--- src/logic/rcio_pkg.sv ---
/*
 Package for the remote contact I/O function block: register map, field
 positions, reset codes, function codes, timing constants, menu states.
 Assumes a 40 MHz APB clock and one asynchronous active-low reset.
*/
`default_nettype none

package rcio_pkg;

	// Clock and timing
	localparam int unsigned CLK_HZ        = 40_000_000;
	localparam int unsigned INIT_TIME_S   = 10;
	localparam int unsigned INIT_CYC_DEF  = INIT_TIME_S * CLK_HZ;
	localparam int unsigned DEB_TIME_MS   = 20;
	localparam int unsigned DEB_CYC_DEF   = (CLK_HZ / 1000) * DEB_TIME_MS;

	// Terminal counts
	localparam int unsigned NUM_IN        = 2;
	localparam int unsigned NUM_OUT       = 3;

	// Register byte offsets
	localparam logic [7:0]  ADDR_CTRL     = 8'h00;
	localparam logic [7:0]  ADDR_IN_FUNC  = 8'h04;
	localparam logic [7:0]  ADDR_OUT_FUNC = 8'h08;
	localparam logic [7:0]  ADDR_CMD      = 8'h0c;
	localparam logic [7:0]  ADDR_STATUS   = 8'h10;

	// Control register fields
	localparam int unsigned CTRL_BRK      = 0;
	localparam int unsigned CTRL_CONN     = 1;
	localparam int unsigned CTRL_SINGLE   = 2;
	localparam logic [2:0]  CTRL_RST      = 3'h2;

	// Command register fields (write-only pulses)
	localparam int unsigned CMD_RUN       = 0;
	localparam int unsigned CMD_STOP      = 1;
	localparam int unsigned CMD_CRUN      = 2;
	localparam int unsigned CMD_CSTOP     = 3;
	localparam int unsigned CMD_COOL      = 4;
	localparam int unsigned CMD_HEAT      = 5;
	localparam int unsigned CMD_BACK      = 6;
	localparam int unsigned CMD_GOTO_LSB  = 8;

	// Status register fields
	localparam int unsigned ST_RUN        = 0;
	localparam int unsigned ST_FORCED     = 1;
	localparam int unsigned ST_INIT       = 2;
	localparam int unsigned ST_HEAT       = 3;
	localparam int unsigned ST_CTHERMO    = 4;
	localparam int unsigned ST_HTHERMO    = 5;
	localparam int unsigned ST_SETBACK    = 6;
	localparam int unsigned ST_MENU_LSB   = 8;
	localparam int unsigned ST_IN_LSB     = 12;
	localparam int unsigned ST_OUT_LSB    = 16;

	// Function code fields are one byte per terminal
	localparam int unsigned CODE_W        = 8;

	// Input function codes
	localparam logic [7:0]  IN_UNUSED     = 8'h00;
	localparam logic [7:0]  IN_COOL_TSTAT = 8'h01;
	localparam logic [7:0]  IN_HEAT_TSTAT = 8'h02;
	localparam logic [7:0]  IN_LEVEL_RUN  = 8'h03;
	localparam logic [7:0]  IN_PULSE_RUN  = 8'h04;
	localparam logic [7:0]  IN_PULSE_STOP = 8'h05;
	localparam logic [7:0]  IN_FORCED     = 8'h06;
	localparam logic [7:0]  IN_MODE_CHG   = 8'h07;
	localparam logic [7:0]  IN_SETBACK    = 8'h09;

	// Output function codes
	localparam logic [7:0]  OUT_UNUSED    = 8'h00;
	localparam logic [7:0]  OUT_RUN       = 8'h01;
	localparam logic [7:0]  OUT_ALARM     = 8'h02;
	localparam logic [7:0]  OUT_COOL      = 8'h03;
	localparam logic [7:0]  OUT_COOL_DEM  = 8'h04;
	localparam logic [7:0]  OUT_HEAT      = 8'h05;
	localparam logic [7:0]  OUT_HEAT_DEM  = 8'h06;
	localparam logic [7:0]  OUT_HRV       = 8'h07;

	// Reset function assignment
	localparam logic [15:0] IN_FUNC_RST   = 16'h0603;
	localparam logic [23:0] OUT_FUNC_RST  = 24'h060201;

	// Setting menu screens
	typedef enum logic [2:0] {
		MENU_S1,
		MENU_S2,
		MENU_S3,
		MENU_S4,
		MENU_S5
	} rcio_menu_t;

endpackage

`default_nettype wire

--- src/logic/rcio_top.sv ---
/*
 Remote contact I/O function map of an indoor unit control board, with an
 APB register slave for function codes, local controller commands, status.
 Assumes a 40 MHz pclk, asynchronous active-low presetn, dry contacts on
 contact_raw, and plant status inputs on the pclk domain.
*/
`timescale 1ns/1ps
`default_nettype none

module rcio_top
	import rcio_pkg::*;
#(
	parameter int unsigned INIT_CYCLES = INIT_CYC_DEF,
	parameter int unsigned DEB_CYCLES  = DEB_CYC_DEF
) (
	input  wire logic               pclk,
	input  wire logic               presetn,
	input  wire logic               psel,
	input  wire logic               penable,
	input  wire logic               pwrite,
	input  wire logic [7:0]         paddr,
	input  wire logic [31:0]        pwdata,
	output logic      [31:0]        prdata,
	output logic                    pready,
	output logic                    pslverr,
	input  wire logic [NUM_IN-1:0]  contact_raw,
	input  wire logic               alarm_active,
	input  wire logic               thermo_on,
	input  wire logic               hrv_active,
	output logic      [NUM_OUT-1:0] contact_out_q,
	output logic                    unit_run_q,
	output logic                    heat_mode_q,
	output logic                    forced_stop_q,
	output logic                    cool_demand_q,
	output logic                    heat_demand_q,
	output logic                    setback_q
);

	// Elaboration checks
	if (INIT_CYCLES < 1) begin : g_chk_init
		$error("INIT_CYCLES must be at least 1");
	end
	if (DEB_CYCLES < 1) begin : g_chk_deb
		$error("DEB_CYCLES must be at least 1");
	end

	localparam int unsigned IW = $clog2(INIT_CYCLES + 1);

	// Which inputs carry a given function code
	function automatic logic [NUM_IN-1:0] fn_mask(
		input logic [2*CODE_W-1:0] codes,
		input logic [CODE_W-1:0]   fn
	);
		logic [NUM_IN-1:0] m;
		m = '0;
		for (int i = 0; i < NUM_IN; i++) begin
			m[i] = (codes[i*CODE_W +: CODE_W] == fn);
		end
		return m;
	endfunction

	// Drive level of one output terminal for its code
	function automatic logic out_level(
		input logic [CODE_W-1:0] code,
		input logic run,
		input logic heat,
		input logic alarm,
		input logic thermo,
		input logic hrv
	);
		logic v;
		case (code)
			OUT_RUN:      v = run;
			OUT_ALARM:    v = alarm;
			OUT_COOL:     v = run & ~heat;
			OUT_COOL_DEM: v = run & ~heat & thermo;
			OUT_HEAT:     v = run & heat;
			OUT_HEAT_DEM: v = run & heat & thermo;
			OUT_HRV:      v = hrv;
			default:      v = 1'b0;
		endcase
		return v;
	endfunction

	// Debounced contact levels, closed reads as one
	logic [NUM_IN-1:0] db_lvl;

	for (genvar g = 0; g < NUM_IN; g++) begin : g_in
		rcio_debounce #(
			.DEB_CYCLES (DEB_CYCLES)
		) u_deb (
			.pclk        (pclk),
			.presetn     (presetn),
			.contact_raw (contact_raw[g]),
			.level_q     (db_lvl[g])
		);
	end

	// APB registers and state
	logic [2:0]             ctrl_q, ctrl_d;
	logic [2*CODE_W-1:0]    in_func_q, in_func_d;
	logic [3*CODE_W-1:0]    out_func_q, out_func_d;
	logic [31:0]            prdata_d;
	logic                   pready_d, pslverr_d;
	logic                   wr_en;
	logic [31:0]            cmd;
	logic                   addr_ok;

	// Startup and control state
	logic [IW-1:0]          init_cnt_q, init_cnt_d;
	logic                   init_done_q, init_done_d;
	logic                   init_first_q, init_first_d;
	logic [NUM_IN-1:0]      prev_q;
	rcio_menu_t             menu_q, menu_d;
	logic                   run_d, heat_d, forced_d;
	logic                   cdem_d, hdem_d, setback_d;
	logic [NUM_OUT-1:0]     cout_d;

	// Decode helpers
	logic                   remote_ok, brk, conn, single;
	logic [NUM_IN-1:0]      rise, chg;
	logic [NUM_IN-1:0]      m_lvl, m_prun, m_pstop, m_forced, m_mode;
	logic                   ev_level, ev_prun, ev_pstop, ev_mode;
	logic                   local_cmd;

	assign brk    = ctrl_q[CTRL_BRK];
	assign conn   = ctrl_q[CTRL_CONN];
	assign single = ctrl_q[CTRL_SINGLE];

	// APB write strobe and command pulses
	assign wr_en   = psel & penable & pready & pwrite;
	assign cmd     = (wr_en && paddr == ADDR_CMD) ? pwdata : 32'h0000_0000;
	assign addr_ok = (paddr == ADDR_CTRL) || (paddr == ADDR_IN_FUNC)
		|| (paddr == ADDR_OUT_FUNC) || (paddr == ADDR_CMD)
		|| (paddr == ADDR_STATUS);

	// APB slave: one wait state, answer registered
	always_comb begin
		ctrl_d     = ctrl_q;
		in_func_d  = in_func_q;
		out_func_d = out_func_q;
		pready_d   = psel & penable & ~pready;
		pslverr_d  = 1'b0;
		prdata_d   = 32'h0000_0000;
		if (psel && penable && !pready) begin
			pslverr_d = ~addr_ok;
			if (!pwrite) begin
				case (paddr)
					ADDR_CTRL:     prdata_d = {29'h0, ctrl_q};
					ADDR_IN_FUNC:  prdata_d = {16'h0, in_func_q};
					ADDR_OUT_FUNC: prdata_d = {8'h0, out_func_q};
					ADDR_STATUS: begin
						prdata_d[ST_RUN]     = unit_run_q;
						prdata_d[ST_FORCED]  = forced_stop_q;
						prdata_d[ST_INIT]    = init_done_q;
						prdata_d[ST_HEAT]    = heat_mode_q;
						prdata_d[ST_CTHERMO] = cool_demand_q;
						prdata_d[ST_HTHERMO] = heat_demand_q;
						prdata_d[ST_SETBACK] = setback_q;
						prdata_d[ST_MENU_LSB +: 3] = menu_q;
						prdata_d[ST_IN_LSB +: NUM_IN] = db_lvl;
						prdata_d[ST_OUT_LSB +: NUM_OUT] = contact_out_q;
					end
					default:       prdata_d = 32'h0000_0000;
				endcase
			end
		end
		if (wr_en) begin
			case (paddr)
				ADDR_CTRL:     ctrl_d = pwdata[2:0];
				ADDR_IN_FUNC:  in_func_d = pwdata[2*CODE_W-1:0];
				ADDR_OUT_FUNC: out_func_d = pwdata[3*CODE_W-1:0];
				default:       ctrl_d = ctrl_q;
			endcase
		end
	end

	// APB registers
	always_ff @(posedge pclk or negedge presetn) begin
		if (!presetn) begin
			ctrl_q     <= CTRL_RST;
			in_func_q  <= IN_FUNC_RST;
			out_func_q <= OUT_FUNC_RST;
			prdata     <= 32'h0000_0000;
			pready     <= 1'b0;
			pslverr    <= 1'b0;
		end else begin
			ctrl_q     <= ctrl_d;
			in_func_q  <= in_func_d;
			out_func_q <= out_func_d;
			prdata     <= prdata_d;
			pready     <= pready_d;
			pslverr    <= pslverr_d;
		end
	end

	// Function decode of the debounced inputs
	assign rise      = db_lvl & ~prev_q & {NUM_IN{init_done_q}};
	assign chg       = (db_lvl ^ prev_q) & {NUM_IN{init_done_q}};
	assign m_lvl     = fn_mask(in_func_q, IN_LEVEL_RUN);
	assign m_prun    = fn_mask(in_func_q, IN_PULSE_RUN);
	assign m_pstop   = fn_mask(in_func_q, IN_PULSE_STOP);
	assign m_forced  = fn_mask(in_func_q, IN_FORCED);
	assign m_mode    = fn_mask(in_func_q, IN_MODE_CHG);
	assign remote_ok = init_done_q & conn;
	assign ev_level  = remote_ok & |(m_lvl & (chg | {NUM_IN{init_first_q}}));
	assign ev_prun   = remote_ok & |(m_prun & rise);
	assign ev_pstop  = remote_ok & |(m_pstop & rise);
	assign ev_mode   = remote_ok & |(m_mode & chg);
	assign local_cmd = |cmd[CMD_CSTOP:CMD_RUN];

	// Start-up hold, run state, mode, forced stop, menu
	always_comb begin
		init_cnt_d   = init_cnt_q;
		init_done_d  = init_done_q;
		init_first_d = 1'b0;
		if (!init_done_q) begin
			if (init_cnt_q == IW'(INIT_CYCLES - 1)) begin
				init_done_d  = 1'b1;
				init_first_d = 1'b1;
			end else begin
				init_cnt_d = init_cnt_q + IW'(1);
			end
		end
		// Break-contact option inverts the forced-stop sense
		forced_d = init_done_q &
			|(m_forced & (db_lvl ^ {NUM_IN{brk}}));
		run_d = unit_run_q;
		if (forced_d) begin
			run_d = 1'b0;
		end else begin
			if (cmd[CMD_RUN] || cmd[CMD_CRUN]) begin
				run_d = 1'b1;
			end
			if (cmd[CMD_STOP] || cmd[CMD_CSTOP]) begin
				run_d = 1'b0;
			end
			if (ev_level) begin
				run_d = |(m_lvl & db_lvl);
			end
			if (ev_prun) begin
				run_d = ~unit_run_q;
			end
			if (ev_pstop) begin
				run_d = 1'b0;
			end
		end
		// Latest of input edge and local command sets the mode; the input edge wins if both come in one cycle
		heat_d = heat_mode_q;
		if (cmd[CMD_COOL]) begin
			heat_d = 1'b0;
		end
		if (cmd[CMD_HEAT]) begin
			heat_d = 1'b1;
		end
		if (ev_mode) begin
			heat_d = |(m_mode & db_lvl);
		end
		cdem_d = init_done_q & |(fn_mask(in_func_q, IN_COOL_TSTAT) & db_lvl);
		hdem_d = init_done_q & |(fn_mask(in_func_q, IN_HEAT_TSTAT) & db_lvl);
		setback_d = init_done_q & |(fn_mask(in_func_q, IN_SETBACK) & db_lvl);
		for (int o = 0; o < NUM_OUT; o++) begin
			cout_d[o] = out_level(out_func_q[o*CODE_W +: CODE_W],
				unit_run_q, heat_mode_q, alarm_active, thermo_on,
				hrv_active);
		end
		// Setting menu navigation
		menu_d = menu_q;
		if (cmd[CMD_BACK]) begin
			case (menu_q)
				MENU_S4, MENU_S5: menu_d = single ? MENU_S1 : MENU_S3;
				default:          menu_d = MENU_S1;
			endcase
		end else begin
			case (cmd[CMD_GOTO_LSB +: 3])
				3'h1:    menu_d = MENU_S1;
				3'h2:    menu_d = MENU_S2;
				3'h3:    menu_d = MENU_S3;
				3'h4:    menu_d = MENU_S4;
				3'h5:    menu_d = MENU_S5;
				default: menu_d = menu_q;
			endcase
		end
	end

	// Control registers; run state is the group command
	always_ff @(posedge pclk or negedge presetn) begin
		if (!presetn) begin
			init_cnt_q    <= '0;
			init_done_q   <= 1'b0;
			init_first_q  <= 1'b0;
			prev_q        <= '0;
			menu_q        <= MENU_S1;
			unit_run_q    <= 1'b0;
			heat_mode_q   <= 1'b0;
			forced_stop_q <= 1'b0;
			cool_demand_q <= 1'b0;
			heat_demand_q <= 1'b0;
			setback_q     <= 1'b0;
			contact_out_q <= '0;
		end else begin
			init_cnt_q    <= init_cnt_d;
			init_done_q   <= init_done_d;
			init_first_q  <= init_first_d;
			prev_q        <= db_lvl;
			menu_q        <= menu_d;
			unit_run_q    <= run_d;
			heat_mode_q   <= heat_d;
			forced_stop_q <= forced_d;
			cool_demand_q <= cdem_d;
			heat_demand_q <= hdem_d;
			setback_q     <= setback_d;
			contact_out_q <= cout_d;
		end
	end
endmodule

`default_nettype wire

--- src/logic/rcio_debounce.sv ---
/*
 Contact input conditioner: two-flop synchroniser then a stability counter.
 Assumes a raw dry-contact level that is asynchronous to pclk.
*/
`timescale 1ns/1ps
`default_nettype none

module rcio_debounce #(
	parameter int unsigned DEB_CYCLES = 800_000
) (
	input  wire logic pclk,
	input  wire logic presetn,
	input  wire logic contact_raw,
	output logic      level_q
);

	localparam int unsigned CW = $clog2(DEB_CYCLES + 1);

	logic          sync1_q;
	logic          sync2_q;
	logic [CW-1:0] cnt_q;
	logic [CW-1:0] cnt_d;
	logic          level_d;

	// Count while the synchronised level differs from the held one
	always_comb begin
		cnt_d   = '0;
		level_d = level_q;
		if (sync2_q != level_q) begin
			if (cnt_q == CW'(DEB_CYCLES - 1)) begin
				level_d = sync2_q;
			end else begin
				cnt_d = cnt_q + CW'(1);
			end
		end
	end

	// Synchroniser and debounce registers
	always_ff @(posedge pclk or negedge presetn) begin
		if (!presetn) begin
			sync1_q <= 1'b0;
			sync2_q <= 1'b0;
			cnt_q   <= '0;
			level_q <= 1'b0;
		end else begin
			sync1_q <= contact_raw;
			sync2_q <= sync1_q;
			cnt_q   <= cnt_d;
			level_q <= level_d;
		end
	end

endmodule

`default_nettype wire

--- config.mk ---
export PLATFORM = sky130hd
export DESIGN_NAME = rcio_top
export DESIGN_NICKNAME = d
export VERILOG_FILES = /design/src/logic/rcio_pkg.sv /design/src/logic/rcio_top.sv /design/src/logic/rcio_debounce.sv
export SDC_FILE = /design/constraint.sdc
export NUM_CORES = 1
export LEC_CHECK = 0
export BUFFER_PORTS_ARGS = -buffer_cell sky130_fd_sc_hd__buf_2
export CAP_MARGIN = 20
export CORE_ASPECT_RATIO = 0.8
export CORE_UTILIZATION = 50
export DETAILED_ROUTE_END_ITERATION = 6
export PLACE_DENSITY = 0.74
export SLEW_MARGIN = 20
export SYNTH_ARGS = -nofsm -noshare
export SYNTH_HDL_FRONTEND = slang
export SYNTH_SLANG_ARGS = --single-unit
export TNS_END_PERCENT = 30
--- constraint.sdc ---
create_clock -name pclk -period 2.8 [get_ports pclk]
set_input_delay 0.14 -clock pclk [delete_from_list [all_inputs] [get_ports pclk]]
set_output_delay 0.14 -clock pclk [all_outputs]
set_load 0.02 [all_outputs]
# Word-level counts from Yosys, hierarchy flattened
# Cells that the tools add are included.
[totals]
ff_bits = 168
out_inout_bits = 43
[classes]
n_bitwise = 40
n_eq_ne = 53
mux = 35
reduce_logical = 31
n_addsub = 3
[op_table]
columns = ["operator", "count"]
rows = [
  ["$eq 8x3->1 const B", 21],
  ["$eq 8x2->1 const B", 10],
  ["$mux 20", 4],
  ["$add 20x1->20 const B", 2],
  ["$eq 20x20->1 const B", 2],
  ["$eq 8x1->1 const B", 5],
  ["$eq 8x4->1 const B", 4],
  ["$mux 32", 1],
  ["$add 29x1->29 const B", 1],
  ["$eq 29x29->1 const B", 1],
  ["$pmux 7 s4", 1],
  ["$and 2x2->2", 13],
  ["$mux 24", 1],
  ["$reduce_or 2->1", 11],
  ["$pmux 1 s7", 3],
  ["$and 1x1->1", 17],
  ["$pmux 3 s5", 1],
  ["$mux 1", 13],
  ["$reduce_and 2->1", 6],
  ["$reduce_bool 6->1", 2],
  ["$mux 11", 1],
  ["$eq 3x2->1 const B", 3],
  ["$eq 3x3->1 const B", 3],
  ["$pmux 3 s3", 1],
  ["19 further kinds", 35],
]

# Logic depth before layout (Yosys ltp)
# Gate-level depths: netlist of the first run.
[depth]
word_depth = 12
ltp_mapped = 8
ltp_nobuf = 7

# Cells and area by module
# Synthesis of the first run repeated with hierarchy kept, for this count alone.
[hier_totals]
cells_unflattened = 708
area_unflattened_um2 = 7775.0
[by_module_without_submodules]
columns = ["module", "area_each_um2", "cells_each", "seq_area_each_um2", "n_inst"]
rows = [
  ["rcio_top", 5545.3, 489, 2864.0, 1],
  ["rcio_debounce (g_in[0].u_deb)", 1116.1, 110, 575.6, 1],
  ["rcio_debounce (g_in[1].u_deb)", 1113.6, 109, 575.6, 1],
]

# Least setup slack after synthesis of the first run
# No wires, ideal clock.
[synth_path]
kind = "reg-to-reg"
startpoint = "register g_in[0].u_deb.cnt_q[8]"
endpoint = "register g_in[0].u_deb.cnt_q[12]"
path_slack_ps = 644
arrival_ps = 2037
path_buffers = 2
stages_incl_launch_ff = 8
path_cell_list = "dfrtp_1 or4b_1 or4_1 nor3_1 or2_2 buf_4 buf_4 nor2_1"
[synth_between]
elab_chain_len = 3
word_cells_on_any_way = 4
[synth_lines]
columns = ["element", "line_no", "rtl"]
rows = [
  ["start, declared", "rcio_debounce.sv:21", "logic [CW-1:0] cnt_q;"],
  ["start signal, assigned", "rcio_debounce.sv:48", "cnt_q <= cnt_d;"],
  ["$add 20x1->20 or $eq 20x20->1 (tied branches)", "rcio_debounce.sv:33, rcio_debounce.sv:30", ""],
  ["$mux 20 *", "rcio_debounce.sv:30", "if (cnt_q == CW'(DEB_CYCLES - 1)) begin"],
  ["$mux 20 *", "rcio_debounce.sv:29", "if (sync2_q != level_q) begin"],
  ["via g_in[0].u_deb.cnt_d[12]", "rcio_debounce.sv:22", "logic [CW-1:0] cnt_d;"],
]
# Mark *: on every way through the listed nets, which the timed path passes. The rest lies on a longest branch.
# A chain may end at the register's enable or synchronous reset.

# Worst setup path after layout of the first run
[layout_path]
startpoint = "register g_in[0].u_deb.cnt_q[8]"
endpoint = "register g_in[0].u_deb.cnt_q[10]"
# Same word-level chain as after synthesis.

==> results.toml, run 1 <==
[final_layout]
area_growth_syn_to_layout_pct = 18.6
mostFrequentLayoutCells = "151 x sky130_fd_sc_hd__dfrtp_1, 89 x sky130_fd_sc_hd__nor2_1, 75 x sky130_fd_sc_hd__buf_2"
nNetsFinal = 865
final_area_sq_um = 9080
insertedDiodeCount = 0
layout-drive-gt1-share = 0.225
most_common_library_cell_in_the_layout_ignoring_fill_and_taps = "sky130_fd_sc_hd__dfrtp_1"

[clock_network]
clock_tree_from_tritoncts = "done"
clock-root-buffer = "sky130_fd_sc_hd__clkbuf_16"
path_clk_slew_ps = 60
cts_buffer_depth = 2
insertion_delay_ps = 420
cts_sinks = 160
cts_made_buffers = 17
postCtsResizedCells = 0
htreeDepth = 4

[synth]
largest_cells_by_area_after_synthesis = "sky130_fd_sc_hd__dfrtp_1 49%, sky130_fd_sc_hd__xor2_1 4.7%, sky130_fd_sc_hd__nor2_1 4.4%, sky130_fd_sc_hd__mux2_4 3.9%, sky130_fd_sc_hd__mux2_2 3.7%"
yosys.area.top_type_share = 0.494
synth_flop_cell = "sky130_fd_sc_hd__dfrtp_1"
mappedNetlistArea_sq_um = 7660
synthesis.area_per_instance_sq_um = 10.8
synth-edff-count = 0
synth_cells = 708
synth-seq-area-share = 0.524
synth_seq_cells = 160
yosysUniqueCellTypes = 67
ys_async_sr_fraction = 1.00
yosysWarnings = 0
synth_area_leader_cell = "sky130_fd_sc_hd__dfrtp_1"

[drt]
number_of_drc_violations_after_detailed_routing = 0
num_vias = 5725
totalWireLength_um = 16700
routed_via_density = 5.66
first_iter_violations = 394
detailedRoute.firstPassIterationCount = 5
wire_per_inst_um = 16.5
detail-route-antenna-nets = 0

[worst_setup_path]
cp_data_required_time_ps = 3090
critical_path_sink_type = "flop"
reg2reg_from = "g_in[0].u_deb.cnt_q[8]"
crit-reg2reg-capture = "g_in[0].u_deb.cnt_q[10]"
setup.worst_path.class = "reg2reg"
critPathMaxStageDelay_ps = 510
r2r.worst_path.cells = 5
cp_cell_sequence = "or4b_1 > or4_1 > nor3_1 > or2_2 > nor2_1"
rrSetupSlack_ps = 390
slowest_stage = "sky130_fd_sc_hd__or4b_1"
timing.critical_path.fanout_max = 19
cp-start-kind = "flop"
arrival_time_worst_endpoint_ps = 2710

[placement]
place.gp.congestion = 0.912
port_buffers = 76
detailedPlacementHpwl_um = 11500
placed_cell_area_sq_um = 8240

[global_routing]
grt_pass1_vias = 5720
grt_max_degree = 80
grt_total_usage = 0.229
grt_overflow = 0
wire_length_of_the_first_global_routing_pass_um = 28400
grt_antenna_before_repair = 0

[timing]
maxClockFrequency_ghz = 0.414
slew-limit-headroom = 0.413
hold_viol_final = 0
max_slew.worst_pin.slew_ps = 869
rsz0062_at_grt = "false"
maxSlewViolCount = 0
finalCritPeriodShare = 0.862
final_period_minus_worst_setup_slack_ps = 2410
timing.final.setup_violations = 0
setup_total_negative_slack_ps = 0
timing.hold.ws_ps = 31.2
clock-skew-final_ps = 7.11

[power]
sequentialPowerShare = 0.467
sw_frac_of_total = 0.206
p_switching_w = 0.00104
report.power.total_w = 0.00506
peakVddDrop_uv = 405
p_per_area_nw_per_um2 = 557
cell_internal_pwr_w = 0.00401
share_clk_of_total_power = 0.493
power.share.combinational = 0.040
power_leakage_nw = 4.28

[hold_path]
hold_depth = 2
min_to = "out_func_q[2]"
worst_hold_startpoint = "pwdata[2]"
min_delay_worst_type = "in2reg"

[floorplan]
core-area_sq_um = 15000
fp.dieArea_sq_um = 15800
start_util = 0.512
fp-row-count = 40
floorplan.io_pins = 93
floorplan.die.width_um = 140
chip_height_um = 113

[job]
cap_violations = 0

[run_status]
run_status = "finished, final reports clean"
## worst max-delay path by stage
stage                           startpoint                       to  cells after the start
floorplan           g_in[0].u_deb.cnt_q[8]  g_in[0].u_deb.cnt_q[12]                      7
global placement    g_in[0].u_deb.cnt_q[8]  g_in[0].u_deb.cnt_q[16]                      5
detailed placement  g_in[0].u_deb.cnt_q[8]  g_in[0].u_deb.cnt_q[10]                      5
CTS                 g_in[0].u_deb.cnt_q[8]  g_in[0].u_deb.cnt_q[10]                      5
global route        g_in[0].u_deb.cnt_q[8]  g_in[0].u_deb.cnt_q[10]                      5
finish              g_in[0].u_deb.cnt_q[8]  g_in[0].u_deb.cnt_q[10]                      5
## state kept, by name (all words and copies together) (netlist names), 2 cells and up
name / count
g_in.u_deb.level_q: 2
prev_q: 2
ctrl_q: 3
init_cnt_q: 29
g_in.u_deb.cnt_q: 40
prdata: 24
contact_out_q: 3
menu_q: 3
g_in.u_deb.sync2_q: 2
in_func_q: 16
out_func_q: 24
g_in.u_deb.sync1_q: 2
## per-stage QoR
stage           util  instances  setup WS (ps)
2_1_floorplan      -        715            644
3_3_place_gp   0.551        960            491
3_5_place_dp   0.551        960            427
4_1_cts        0.607       1011            399
5_1_grt        0.607       1011            287
6_report       0.607       1011            386
## logic make-up after synthesis
kind of cell               synth area share
DFF                                   0.524
buffers and inverters                0.0363
and+or+nand+nor                       0.203
AOI/OAI and AO/OA                    0.0649
adders and majority gates           0.00948
other                              0.000490
muxes                                0.0829
xor gates and xnor gates             0.0789
## synthesized netlist by cell type (all sizes together) (2+ instances only)
cell type	number
nor4b	9
nor2b	5
or3	2
dfrtp	151
a221oi	2
nor2	89
nor4	10
or4	9
and4	5
o21a	3
a311oi	2
dfstp	9
and2	4
mux2i	3
or2	6
inv	22
nand2	48
o21ai	11
buf	18
nand4b	3
nand4	13
a222oi	9
nand3b	3
nand3	31
o31ai	2
a21oi	12
ha	5
o2111ai	2
xor2	41
xnor2	28
nor3b	5
and3	16
a22oi	10
o22ai	2
mux2	45
clkbuf	18
and3b	3
a211oi	4
nor3	28
a31oi	2
nand2b	3
## critical path, delay by kind of cell, from the launching register on
family | cells | cell delay (ps)
AND/OR/NAND/NOR | 5 | 1850
flip-flops | 1 | 430
## metal layers
metal  routed length [um]  up-vias  global-route usage
met5                    0        -                   0
met4                  329        0              0.0960
met3                  704       25              0.0401
met2                 7920      155               0.361
met1                 7770     2849               0.316
li1                     -     2696                   -
## power groups by stage
stage                logic, W  registers (W)  clock network (W)
detailed placement   0.000184        0.00240                  0
global placement     0.000176        0.00240                  0
CTS                  0.000206        0.00236            0.00254
floorplan           0.0000861        0.00240                  0
finish               0.000204        0.00236            0.00249
global route         0.000229        0.00236            0.00263
## what timing repair did
item	CTS	global route
setup buffers	0	0
hold buffers	20	0
hold endpoints to repair	99	0
## final cells by class
class	instances	area, sq um
clock inverter	10	185
sequential	160	4020
inverter	22	82.6
timing repair buffer	112	719
fill	1187	5890
multi-input combinational	497	3390
clock buffer	21	450
tap	189	236
Power figures use the tool's default switching activity.
==> inputs of run 2 (changes only) <==
--- a/config.mk
+++ b/config.mk
@@ -7,7 +7,7 @@
 export LEC_CHECK = 0
 export BUFFER_PORTS_ARGS = -buffer_cell sky130_fd_sc_hd__buf_2
 export CAP_MARGIN = 20
-export CORE_ASPECT_RATIO = 0.8
+export CORE_ASPECT_RATIO = 1.2
 export CORE_UTILIZATION = 50
 export DETAILED_ROUTE_END_ITERATION = 6
 export PLACE_DENSITY = 0.74
==> run 2 against run 1 <==
Clock power down 6%. Combinational power about the same. Cell area about the same. Non-clock buffer count grew 1. Hold slack lost 13 ps. Largest cell class unchanged. First-iteration DRC count down 1.8%. Sequential share of layout area about the same. Sequential power hardly changed. Setup slack gained 29 ps. Critical path depth is the same.
==> results.toml, run 2 (synthesis results as in run 1) <==
[timing]
max_slew.worst_pin.slew_ps = 892
rsz0062_at_grt = "false"
setup_total_negative_slack_ps = 0
maxClockFrequency_ghz = 0.419
final_period_minus_worst_setup_slack_ps = 2390
finalCritPeriodShare = 0.852
clock-skew-final_ps = 11.7
slew-limit-headroom = 0.397
timing.final.ws_setup_ps = 414
hold_viol_final = 0
maxSlewViolCount = 0
timing.final.setup_violations = 0

[floorplan]
start_util = 0.512
fp.dieArea_sq_um = 15800
core-area_sq_um = 15000
chip_height_um = 138
floorplan.die.width_um = 115
floorplan.io_pins = 93
fp-row-count = 49

[drt]
detailedRoute.firstPassIterationCount = 4
wl_met3_um = 775
totalWireLength_um = 17300
route.met2.wl_um = 9020
routed_via_density = 5.59
number_of_drc_violations_after_detailed_routing = 0
detail-route-antenna-nets = 0
num_vias = 5743
wire_per_inst_um = 16.8
top_layer_used = "met4"
wl_met1_um = 7190
first_iter_violations = 387

[worst_setup_path]
rrSetupSlack_ps = 410
timing.critical_path.buf_inv = 0
cp-start-kind = "flop"
cpLargestDelayFamily = "simple AND/OR/NAND/NOR gates"
critical_path_sink_type = "flop"
arrival_time_worst_endpoint_ps = 2680
critical_path_start = "g_in[0].u_deb.cnt_q[8]"
timing.critical_path.fanout_max = 19
reg2reg_from = "g_in[0].u_deb.cnt_q[8]"
cp_cell_sequence = "or4b_1 > or4_1 > nor3_1 > or2_2 > nor2_1"
critPathMaxStageDelay_ps = 510
setup.worst_path.class = "reg2reg"
cp_data_required_time_ps = 3100
slowest_stage = "sky130_fd_sc_hd__or4b_1"

[global_routing]
grt_antenna_before_repair = 0
grt_overflow = 0
grt_total_usage = 0.236
wire_length_of_the_first_global_routing_pass_um = 28800
grt_pass1_vias = 5846
grt_max_degree = 73

[final_layout]
insertedDiodeCount = 0
mostFrequentLayoutCells = "151 x sky130_fd_sc_hd__dfrtp_1, 89 x sky130_fd_sc_hd__nor2_1, 75 x sky130_fd_sc_hd__buf_2"
largest_register_ffs = 40
layout-drive-gt1-share = 0.226
regMostFlops = "g_in.u_deb.cnt_q"
nNetsFinal = 866
largest_registers = "g_in.u_deb.cnt_q: 40 flops, init_cnt_q: 29 flops"
most_common_library_cell_in_the_layout_ignoring_fill_and_taps = "sky130_fd_sc_hd__dfrtp_1"
finalNonFillerCells = 1028
filler_cell_count = 1224
final_area_sq_um = 9070
area_growth_syn_to_layout_pct = 18.5

[run_status]
run_status = "finished, final reports clean"

[clock_network]
cts_sinks = 160
cts_made_buffers = 17
cts_buffer_depth = 2
clock-root-buffer = "sky130_fd_sc_hd__clkbuf_16"
htreeDepth = 4
insertion_delay_ps = 430
clock_tree_from_tritoncts = "done"
path_clk_slew_ps = 60

[placement]
detailedPlacementHpwl_um = 11800
dp_slack_ps = 448
placed_cell_area_sq_um = 8270
port_buffers = 76
place.gp.congestion = 0.887
numPlacedInstances = 976

[job]
cap_violations = 0

[power]
report.power.total_w = 0.00492
peakVddDrop_uv = 456
p_per_area_nw_per_um2 = 542
power_leakage_nw = 4.25

[hold_path]
worst_hold_startpoint = "pwdata[0]"
min_delay_worst_type = "in2reg"
==> run 2: cell count changes in the layout (fill, tap and decap cells not counted) <==
cell                         delta
sky130_fd_sc_hd__clkinvlp_4     +4
sky130_fd_sc_hd__bufinv_16      -2
sky130_fd_sc_hd__clkinv_4       -2
sky130_fd_sc_hd__buf_4          +1
sky130_fd_sc_hd__clkbuf_1       +1
sky130_fd_sc_hd__clkbuf_8       +1
sky130_fd_sc_hd__clkinv_2       -1
==> run 2: layer usage <==
layer / vias up / GRT usage
li1: 2695 / -
met1: 2836 / 0.285
met2: 184 / 0.419
met3: 28 / 0.0436
met4: 0 / 0.0873
met5: - / 0
==> run 2: final cells by class <==
type,instances,area (sq um),share of cell area
flip-flops and latches,160,4020,0.443
multi-input cells,497,3390,0.374
repair buffers,113,727,0.0801
clock buffers,23,468,0.0516
well taps,204,255,0.0281
clock inverters,9,133,0.0146
inverters,22,82.6,0.00910
==> run 2: timing repair <==
action	CTS	global route
hold buffers	20	0
setup buffers	0	0
hold endpoints to repair	88	0
gates resized for setup	0	0
==> run 2: power by group <==
| part | internal (W) | switching, W |
|---|---|---|
| logic | 0.0000775 | 0.000129 |
| clock network | 0.00145 | 0.000907 |
| registers | 0.00234 | 0.0000239 |
| total | 0.00386 | 0.00106 |
==> run 2: final timing paths <==
path,end,cells after the start
setup reg to reg,g_in[0].u_deb.cnt_q[15],5
hold reg to reg,g_in[0].u_deb.sync2_q,0
max in group asynchronous,in_func_q[9],3
min in group asynchronous,pslverr,2
setup / recovery,g_in[0].u_deb.cnt_q[15],5
hold / removal,in_func_q[0],2
==> run 2: through the flow <==
| stage | util | hold slack [ps] |
|---|---|---|
| global placement | 0.553 | 194 |
| global route | 0.606 | 28.9 |
| floorplan | - | -156 |
| CTS | 0.606 | 23.7 |
| finish | 0.606 | 18.0 |
| detailed placement | 0.553 | 199 |
